File: src/inc/pcg_map.svh
// offsets, field positions and reset values of the peripheral clock gates
`ifndef PCG_MAP_SVH
`define PCG_MAP_SVH
`define PCG_ADDR_W          12
`define PCG_OFF_RUN_CFG     12'h060
`define PCG_OFF_RUN_GATE    12'h104
`define PCG_OFF_SLEEP_GATE  12'h114
`define PCG_OFF_DEEP_GATE   12'h124
`define PCG_ACG_BIT         27
`define PCG_GATE_RESET      32'h0000_0000
`define PCG_CFG_RESET       32'h0000_0000
`define PCG_GATE_MASK       32'h0107_1013
`define PCG_CFG_MASK        32'h0800_0000
`define PCG_BIT_ASYNC0      0
`define PCG_BIT_ASYNC1      1
`define PCG_BIT_SYNC0       4
`define PCG_BIT_TWOWIRE0    12
`define PCG_BIT_GP_TIMER_ZERO_GATE      16
`define PCG_BIT_GP_TIMER_ONE_GATE      17
`define PCG_BIT_GP_TIMER_TWO_GATE      18
`define PCG_BIT_COMPARATOR_ZERO_GATE       24
`define PCG_UNITS           8
`endif

File: src/inc/pcg_pkg.sv
// types shared by the peripheral clock gating block
package pcg_pkg;
   typedef enum logic [2:0] {
      PCG_PWR_RUN   = 3'b001,
      PCG_PWR_SLEEP = 3'b010,
      PCG_PWR_DEEP  = 3'b100
   } pcg_pwr_t;
   typedef logic [7:0] pcg_units_t;
endpackage

File: src/pcg_gate_cell.sv
// glitch-free clock gate for one peripheral
`timescale 1ns/1ps
`default_nettype none
module pcg_gate_cell (
   input  wire logic clk,
   input  wire logic rst_n,
   input  wire logic en,
   output var  logic en_lo_q,
   output wire logic gclk
);
   // enable moves on the falling edge, so it is stable while clk is high
   always_ff @(negedge clk or negedge rst_n) begin
      if (!rst_n) begin
         en_lo_q <= 1'b0;
      end else begin
         en_lo_q <= en;
      end
   end
   assign gclk = clk & en_lo_q;
endmodule
`default_nettype wire

File: src/pcg_top.sv
// peripheral clock gating group one with its apb register slave
//
// How it works
// RL1: set gate bit clocks its unit; clear bit stops its clock and disables it.
// RL2: access to an unclocked unit is answered with a bus fault.
// RL3: all gate bits reset to zero, all units start unclocked.
// RL4: three gate registers, same layout, for run, sleep and deep sleep.
// RL5: sleep and deep-sleep gates act only when auto gating is set.
// RL6: bit 16 gates timer zero, read and write.
// RL7: bit 17 gates timer one, read and write.
// RL8: bit 18 gates timer two, read and write.
// RL9: bit 12 gates two-wire module zero, read and write.
// RL10: bit 4 gates synchronous serial module zero, read and write.
// RL11: bits 1 and 0 gate asynchronous serial ports one and zero.
// RL12: all other gate bits are reserved, read only, read as zero.
// RL13: software keeps reserved bits unchanged in read-modify-write.
// RL14: software enables units before it touches them.
// RL15: bit 24 gates comparator zero, read and write.
// RL16: run gate rules unless auto gating picks sleep or deep-sleep gate.
// RL17: enables switch only while the gated clock is low.
`timescale 1ns/1ps
`default_nettype none
`include "pcg_map.svh"
module pcg_top
   import pcg_pkg::*;
(
   input  wire logic                   pclk,
   input  wire logic                   presetn,
   input  wire logic                   psel,
   input  wire logic                   penable,
   input  wire logic                   pwrite,
   input  wire logic [`PCG_ADDR_W-1:0] paddr,
   input  wire logic [31:0]            pwdata,
   output var  logic [31:0]            prdata,
   output var  logic                   pready,
   output var  logic                   pslverr,
   input  wire logic                   sleep_req,
   input  wire logic                   deep_sleep_req,
   input  wire logic [7:0]             periph_sel,
   output var  logic [7:0]             unit_enable,
   output wire logic [7:0]             unit_clk,
   output var  logic                   bus_fault
);

   ////////////////////////////////////////////////////////////////////////
   // helpers

   // gather the eight unit bits of a gate word, unit order low to high
   function automatic pcg_units_t units_of(input logic [31:0] w);
      units_of = {w[`PCG_BIT_COMPARATOR_ZERO_GATE],   w[`PCG_BIT_GP_TIMER_TWO_GATE],
                  w[`PCG_BIT_GP_TIMER_ONE_GATE],  w[`PCG_BIT_GP_TIMER_ZERO_GATE],
                  w[`PCG_BIT_TWOWIRE0], w[`PCG_BIT_SYNC0],
                  w[`PCG_BIT_ASYNC1],  w[`PCG_BIT_ASYNC0]};
   endfunction

   function automatic logic is_mapped(input logic [`PCG_ADDR_W-1:0] a);
      is_mapped = (a == `PCG_OFF_RUN_CFG)    ||
                  (a == `PCG_OFF_RUN_GATE)   ||
                  (a == `PCG_OFF_SLEEP_GATE) ||
                  (a == `PCG_OFF_DEEP_GATE);
   endfunction

   ////////////////////////////////////////////////////////////////////////
   // apb slave, one access cycle, no wait states

   logic [31:0] run_gate_q;
   logic [31:0] sleep_gate_q;
   logic [31:0] deep_gate_q;
   logic [31:0] run_cfg_q;
   logic        pready_q;
   logic        pslverr_q;
   logic [31:0] prdata_q;
   logic        setup;
   logic        wr_en;
   logic [31:0] wr_gate_d;

   assign setup     = psel & ~penable;
   assign wr_en     = psel & penable & pwrite & pready_q & ~pslverr_q;
   assign wr_gate_d = pwdata & `PCG_GATE_MASK; // see RL12

   always_ff @(posedge pclk or negedge presetn) begin
      if (!presetn) begin
         pready_q  <= 1'b0;
         pslverr_q <= 1'b0;
      end else begin
         pready_q  <= setup;
         pslverr_q <= setup & ~is_mapped(paddr);
      end
   end

   // reserved bits are never stored, so they read back as zero
   always_ff @(posedge pclk or negedge presetn) begin
      if (!presetn) begin
         prdata_q <= 32'h0000_0000;
      end else if (setup && !pwrite) begin
         case (paddr)
            `PCG_OFF_RUN_CFG:    prdata_q <= run_cfg_q;
            `PCG_OFF_RUN_GATE:   prdata_q <= run_gate_q;
            `PCG_OFF_SLEEP_GATE: prdata_q <= sleep_gate_q;
            `PCG_OFF_DEEP_GATE:  prdata_q <= deep_gate_q; // see RL12
            default:             prdata_q <= 32'h0000_0000;
         endcase
      end else if (!psel) begin
         prdata_q <= 32'h0000_0000;
      end
   end

   assign prdata  = prdata_q;
   assign pready  = pready_q;
   assign pslverr = pslverr_q;

   ////////////////////////////////////////////////////////////////////////
   // gate and configuration registers

   always_ff @(posedge pclk or negedge presetn) begin
      if (!presetn) begin
         run_gate_q <= `PCG_GATE_RESET; // see RL3
      end else if (wr_en && paddr == `PCG_OFF_RUN_GATE) begin
         run_gate_q <= wr_gate_d; // see RL4
      end
   end

   always_ff @(posedge pclk or negedge presetn) begin
      if (!presetn) begin
         sleep_gate_q <= `PCG_GATE_RESET; // see RL3
      end else if (wr_en && paddr == `PCG_OFF_SLEEP_GATE) begin
         sleep_gate_q <= wr_gate_d; // see RL4
      end
   end

   // bits 0,1,4,12,16,17,18,24 each hold one unit's gate
   always_ff @(posedge pclk or negedge presetn) begin
      if (!presetn) begin
         deep_gate_q <= `PCG_GATE_RESET; // see RL3
      end else if (wr_en && paddr == `PCG_OFF_DEEP_GATE) begin
         deep_gate_q <= wr_gate_d; // see RL6 RL7 RL8 RL9 RL10 RL11 RL15
      end
   end

   always_ff @(posedge pclk or negedge presetn) begin
      if (!presetn) begin
         run_cfg_q <= `PCG_CFG_RESET;
      end else if (wr_en && paddr == `PCG_OFF_RUN_CFG) begin
         run_cfg_q <= pwdata & `PCG_CFG_MASK;
      end
   end

   ////////////////////////////////////////////////////////////////////////
   // power state from the core, pins pass two flops first

   logic [1:0] sleep_sync_q;
   logic [1:0] deep_sync_q;
   pcg_pwr_t   pwr;
   logic       auto_clock_gating_enable;

   always_ff @(posedge pclk or negedge presetn) begin
      if (!presetn) begin
         sleep_sync_q <= 2'b00;
         deep_sync_q  <= 2'b00;
      end else begin
         sleep_sync_q <= {sleep_sync_q[0], sleep_req};
         deep_sync_q  <= {deep_sync_q[0], deep_sleep_req};
      end
   end

   // deep sleep wins when both requests stand
   always_comb begin
      if (deep_sync_q[1]) begin
         pwr = PCG_PWR_DEEP;
      end else if (sleep_sync_q[1]) begin
         pwr = PCG_PWR_SLEEP;
      end else begin
         pwr = PCG_PWR_RUN;
      end
   end

   assign auto_clock_gating_enable = run_cfg_q[`PCG_ACG_BIT];

   ////////////////////////////////////////////////////////////////////////
   // effective enables

   pcg_units_t eff_d;
   pcg_units_t eff_en_q;

   always_comb begin
      eff_d = units_of(run_gate_q); // see RL16
      if (auto_clock_gating_enable) begin // see RL5
         case (pwr)
            PCG_PWR_RUN:   eff_d = units_of(run_gate_q);
            PCG_PWR_SLEEP: eff_d = units_of(sleep_gate_q); // see RL16
            PCG_PWR_DEEP:  eff_d = units_of(deep_gate_q); // see RL16
            default:       eff_d = units_of(run_gate_q);
         endcase
      end
   end

   always_ff @(posedge pclk or negedge presetn) begin
      if (!presetn) begin
         eff_en_q <= '0; // see RL3
      end else begin
         eff_en_q <= eff_d; // see RL1
      end
   end

   assign unit_enable = eff_en_q; // see RL1

   ////////////////////////////////////////////////////////////////////////
   // per unit clock gates

   pcg_units_t gate_lo;

   // a low-phase enable costs half a cycle of latency but never clips a pulse
   for (genvar g = 0; g < `PCG_UNITS; g++) begin : g_gate
      pcg_gate_cell u_gate (
         .clk     (pclk),
         .rst_n   (presetn),
         .en      (eff_en_q[g]), // see RL17
         .en_lo_q (gate_lo[g]),
         .gclk    (unit_clk[g]) // see RL1
      );
   end

   ////////////////////////////////////////////////////////////////////////
   // bus fault for accesses to unclocked units

   logic bus_fault_q;

   // fabric holds periph_sel for its own access; software must enable first
   always_ff @(posedge pclk or negedge presetn) begin
      if (!presetn) begin
         bus_fault_q <= 1'b0;
      end else begin
         bus_fault_q <= |(periph_sel & ~eff_en_q); // see RL2 RL14
      end
   end

   assign bus_fault = bus_fault_q;

   ////////////////////////////////////////////////////////////////////////
   // assertions

   property p_gate_clock_follows;
      @(posedge pclk) disable iff (!presetn)
      1'b1 |=> gate_lo == $past(eff_d);
   endproperty
   a_gate_clock_follows: assert property (p_gate_clock_follows) // see RL1
      else $error("gated clock enable does not follow unit enable");

   property p_fault_on_gated;
      @(posedge pclk) disable iff (!presetn)
      (|(periph_sel & ~eff_en_q)) |=> bus_fault;
   endproperty
   a_fault_on_gated: assert property (p_fault_on_gated) // see RL2
      else $error("access to unclocked unit gave no bus fault");

   property p_no_fault_on_clocked;
      @(posedge pclk) disable iff (!presetn)
      ((periph_sel & ~eff_en_q) == 8'h00) |=> !bus_fault;
   endproperty
   a_no_fault_on_clocked: assert property (p_no_fault_on_clocked) // see RL2
      else $error("bus fault raised for a clocked unit");

   property p_enable_needs_gate;
      @(posedge pclk) disable iff (!presetn)
      (unit_enable != 8'h00) |->
         ($past(run_gate_q | sleep_gate_q | deep_gate_q) != 32'h0000_0000);
   endproperty
   a_enable_needs_gate: assert property (p_enable_needs_gate) // see RL3
      else $error("unit enabled with all gate registers clear");

   property p_run_write_isolated;
      @(posedge pclk) disable iff (!presetn)
      (wr_en && paddr == `PCG_OFF_RUN_GATE) |=>
         $stable(sleep_gate_q) && $stable(deep_gate_q);
   endproperty
   a_run_write_isolated: assert property (p_run_write_isolated) // see RL4
      else $error("run gate write disturbed another gate register");

   property p_run_rules_without_auto;
      @(posedge pclk) disable iff (!presetn)
      (!auto_clock_gating_enable && pwr != PCG_PWR_RUN) |=>
         eff_en_q == $past(units_of(run_gate_q));
   endproperty
   a_run_rules_without_auto: assert property (p_run_rules_without_auto) // see RL5
      else $error("sleep gate used while auto gating is off");

   property p_deep_select;
      @(posedge pclk) disable iff (!presetn)
      (auto_clock_gating_enable && pwr == PCG_PWR_DEEP) |=>
         eff_en_q == $past(units_of(deep_gate_q));
   endproperty
   a_deep_select: assert property (p_deep_select) // see RL16
      else $error("deep sleep gate not applied in deep sleep");

   property p_deep_write_store;
      @(posedge pclk) disable iff (!presetn)
      (wr_en && paddr == `PCG_OFF_DEEP_GATE) |=>
         deep_gate_q == ($past(pwdata) & `PCG_GATE_MASK);
   endproperty
   a_deep_write_store: assert property (p_deep_write_store) // see RL6 RL7 RL8 RL9 RL10 RL11 RL15
      else $error("deep sleep gate write not stored at its unit bits");

   property p_reserved_zero;
      @(posedge pclk) disable iff (!presetn)
      pready ##0 !pwrite |->
         (prdata & ~(`PCG_GATE_MASK | `PCG_CFG_MASK)) == 32'h0000_0000;
   endproperty
   a_reserved_zero: assert property (p_reserved_zero) // see RL12
      else $error("reserved bits read non-zero");

   property p_lowphase_stable;
      @(posedge pclk) disable iff (!presetn)
      $changed(eff_en_q) |-> gate_lo == eff_en_q;
   endproperty
   a_lowphase_stable: assert property (p_lowphase_stable) // see RL17
      else $error("gate enable moved outside the low phase");

   c_deep_write: cover property (@(posedge pclk) disable iff (!presetn)
      wr_en && paddr == `PCG_OFF_DEEP_GATE);
   c_fault: cover property (@(posedge pclk) disable iff (!presetn)
      bus_fault);
   c_deep_auto: cover property (@(posedge pclk) disable iff (!presetn)
      auto_clock_gating_enable && pwr == PCG_PWR_DEEP && eff_en_q != 8'h00);
   c_unmapped: cover property (@(posedge pclk) disable iff (!presetn)
      pready && pslverr);

endmodule
`default_nettype wire

File: config.mk
export PLATFORM = sky130hd
export DESIGN_NAME = pcg_top
export DESIGN_NICKNAME = d
export VERILOG_FILES = /design/src/inc/pcg_pkg.sv /design/src/pcg_gate_cell.sv /design/src/pcg_top.sv
export VERILOG_INCLUDE_DIRS = /design/src /design/src/inc
export SDC_FILE = /design/constraint.sdc
export NUM_CORES = 1
export LEC_CHECK = 0
export ABC_AREA = 0
export CAP_MARGIN = 25
export CORE_UTILIZATION = 23
export DETAILED_ROUTE_END_ITERATION = 10
export DONT_BUFFER_PORTS = 1
export GPL_TIMING_DRIVEN = 0
export HOLD_SLACK_MARGIN = 0.1
export PLACE_DENSITY = 0.37
export SLEW_MARGIN = 25
export SYNTH_ARGS = -nofsm -noshare
export SYNTH_HDL_FRONTEND = slang
export SYNTH_SLANG_ARGS = --single-unit
File: constraint.sdc
create_clock -name pclk -period 1.4 [get_ports pclk]
set_clock_uncertainty 0.1 [all_clocks]
set_input_delay 0.28 -clock pclk [delete_from_list [all_inputs] [get_ports pclk]]
set_output_delay 0.28 -clock pclk [all_outputs]
set_load 0.01 [all_outputs]
==> run_results.csv <==
group,metric,value,unit
grt,grt_pass1_wl,10.6,mm
die,fp.dieW,111,µm
worst_setup_path,worst_r2r_path_depth,5,
timing,finalSetupViolations,40,
logic_synthesis,postSynth.asyncResetShare,100,%
logic_synthesis,synth_top_cells_by_area,"dfrtp_1 (45%), mux2_2 (14%), buf_4 (11%), dfrtn_1 (7.4%), a22o_1 (5.2%)",
routing,drtIter0Drc,30,
timing,fin_setup_tns,-11.43,ns
worst_setup_path,rrSetupSlack,-0.27,ns
routing,vias,1848,
logic_synthesis,yosys.area.top_type,"dfrtp_1",
finish,fill_cells,1169,
die,chipHeight,111,µm
finish,antenna_cells,0,
logic_synthesis,ys.flop_type,"dfrtp_1",
grt,grt_pass1_vias,2033,
power,p_total,4.70,mW
logic_synthesis,synth_area_per_cell,12.1,µm²
logic_synthesis,ys_types,38,
worst_setup_path,crit_path_end,"unit_clk[6]",
worst_setup_path,reg2reg_from,"pready",
worst_setup_path,crit_fanout,1,
timing,hold_viol_final,54,
worst_hold_path,hp-class,"in2async",
power,p_leak,1.88,nW
finish,instances_no_fill,442,
routing,vias_per_cell,4.18,
timing,whs,-0.568,ns
placed_design,hpwl,4.16,mm
grt,grtUsageTotal,12.0,%
power,p_per_area,1220,mW/mm²
logic_synthesis,syn_inst,224,
logic_synthesis,ys_ff_latch,57,
routing,wire_per_inst,15.0,µm
placed_design,place_area,0.00299,mm²
timing,rsz0062_at_grt,"yes",
logic_synthesis,synth.most_common_cell,"dfrtp_1",
worst_setup_path,endpoint_kind,"output pin",
die,pin_count,110,
placed_design,dp_cells,389,
finish,utilization,33.6,%
grt,grt_antenna_before_repair,0,
run_status,outcome,"finished with violations",
clocking,cts_hold_buf,24,
die,dieArea,0.0123,mm²
timing,drv_slew,0,
worst_setup_path,start_kind,"register",
finish,drive_gt1_share,41.8,%
finish,synthToLayoutAreaGrowth,41.9,%
routing,drc,0,
grt,overflow,0,
logic_synthesis,synth_edf_count,0,
timing,relSlewSlack,35.8,%
die,core,0.0115,mm²
worst_setup_path,arrival,1.77,ns
logic_synthesis,synth_top_area_share,45.1,%
clocking,cts_tree,"built",
timing,finalWorstSetupSlack,-0.750,ns
die,core.rowCount,39,
logic_synthesis,ys_seq_area_share,52.5,%
timing,worst_slew_pin_slew,0.958,ns
grt,grt_max_degree,58,
logic_synthesis,syn_area,0.00272,mm²
worst_setup_path,worstPathRequired,1.02,ns
worst_setup_path,reg2reg_to,"run_gate_q[18]",
worst_setup_path,cp-startpoint,"g_gate[6].u_gate.en_lo_q",
die,initial_core_util,23.7,%
placed_design,place_ws,-0.701,ns
routing,postRouteWirelength,6.64,mm
logic_synthesis,ys_warn_count,0,
run,maxCapViolations,0,
clocking,path_clk_slew,0.05,ns
run_status,violations,"negative hold slack, negative setup slack",
routing,drtAntennaViolNets,0,
clocking,clkLatencyLatePin,0.44,ns
routing,dr.pass1.iters,4,
placed_design,gp_congestion,0.686,
worst_setup_path,crit_type,"reg2out",
finish,final_area,0.00385,mm²
logic_synthesis,synth_common_cells,"dfrtp_1 (49), buf_4 (39), mux2_2 (33), a22o_1 (16)",
finish,final_nets,352,
placed_design,io_buffers,0,
power,peakVddDrop,805,µV
[power by group]
group / internal (mW) / switching (mW) / total (mW)
Clock: 1.90 / 0.914 / 2.82
Sequential: 1.66 / 0.00817 / 1.67
Combinational: 0.117 / 0.0972 / 0.215
[state kept, by name (all words and copies together), names as in the netlist]
register and cells:
prdata 9, deep_gate_q 8, g_gate.u_gate.en_lo_q 8, run_gate_q 8
sleep_gate_q 8, unit_enable 8, deep_sync_q 2, sleep_sync_q 2
bus_fault 1, pready 1, pslverr 1, run_cfg_q 1
[how the worst min path moves through the flow]
stage / startpoint / endpoint / slack (ns) / cells after the start
detailed placement: presetn / bus_fault / -0.11 / 0
global route: presetn / bus_fault / -0.59 / 0
global placement: presetn / unit_enable[1] / -0.11 / 0
CTS: presetn / bus_fault / -0.58 / 0
finish: presetn / unit_enable[0] / -0.57 / 0
floorplan: presetn / bus_fault / -0.12 / 0
[area by class of cell]
class                      instances  area, µm²  area share [%]
multi-input combinational        135       1110            28.9
tap                              143        179            4.64
sequential                        57       1430            37.0
buffer                            45        383            9.93
clock buffer                      17        383            9.93
clock inverter                     4       22.5           0.584
timing repair buffer              33        318            8.24
inverter                           8       30.0           0.779
[critical path, stage by stage, from the launching register on]
cell and delay [ns]:
dfrtn_1 0.38, and2_4 0.13, buf_6 0.09
[layout by cell type, fill, tap and decap left out, types with 2 or more instances in the layout]
master,count
a22o_1,16
a22oi_1,8
and2_4,8
buf_4,32
buf_6,17
clkbuf_1,2
clkbuf_16,15
clkbuf_2,2
clkinv_2,3
conb_1,23
dfrtn_1,8
dfrtp_1,48
dlygate4sd3_1,23
inv_1,8
mux2_2,24
mux2_4,9
nand2_1,8
nor2b_1,3
o21ai_1,8
o22ai_1,4
[what timing repair did]
| item | in CTS | in global routing |
|---|---|---|
| endpoints found under the hold margin | 96 | 58 |
| setup buffers | 5 | 5 |
| setup endpoints to repair | 57 | 55 |
| pin swaps | 9 | 4 |
| gates resized for setup | 31 | 15 |
[metal layers]
| metal | vias up | GRT usage [%] | share of wire (%) |
|---|---|---|---|
| li1 | 880 | - | - |
| met1 | 875 | 13.2 | 44 |
| met2 | 83 | 17.9 | 47 |
| met3 | 10 | 6.45 | 7.2 |
| met4 | 0 | 8.00 | 1.7 |
| met5 | - | 0 | 0 |
[cells by family (layout without fill, tap and decap cells)]
| group | after synthesis | after routing | synth area share (%) |
|---|---|---|---|
| buffers and inverters | 54 | 107 | 13.2 |
| muxes | 33 | 33 | 13.7 |
| DFF | 57 | 57 | 52.5 |
| and+or+nand+nor | 36 | 36 | 8.98 |
| other | 1 | 23 | 0.138 |
| AOI/OAI and AO/OA | 43 | 43 | 11.6 |
No activity file was read; power rests on OpenSTA's default activity.
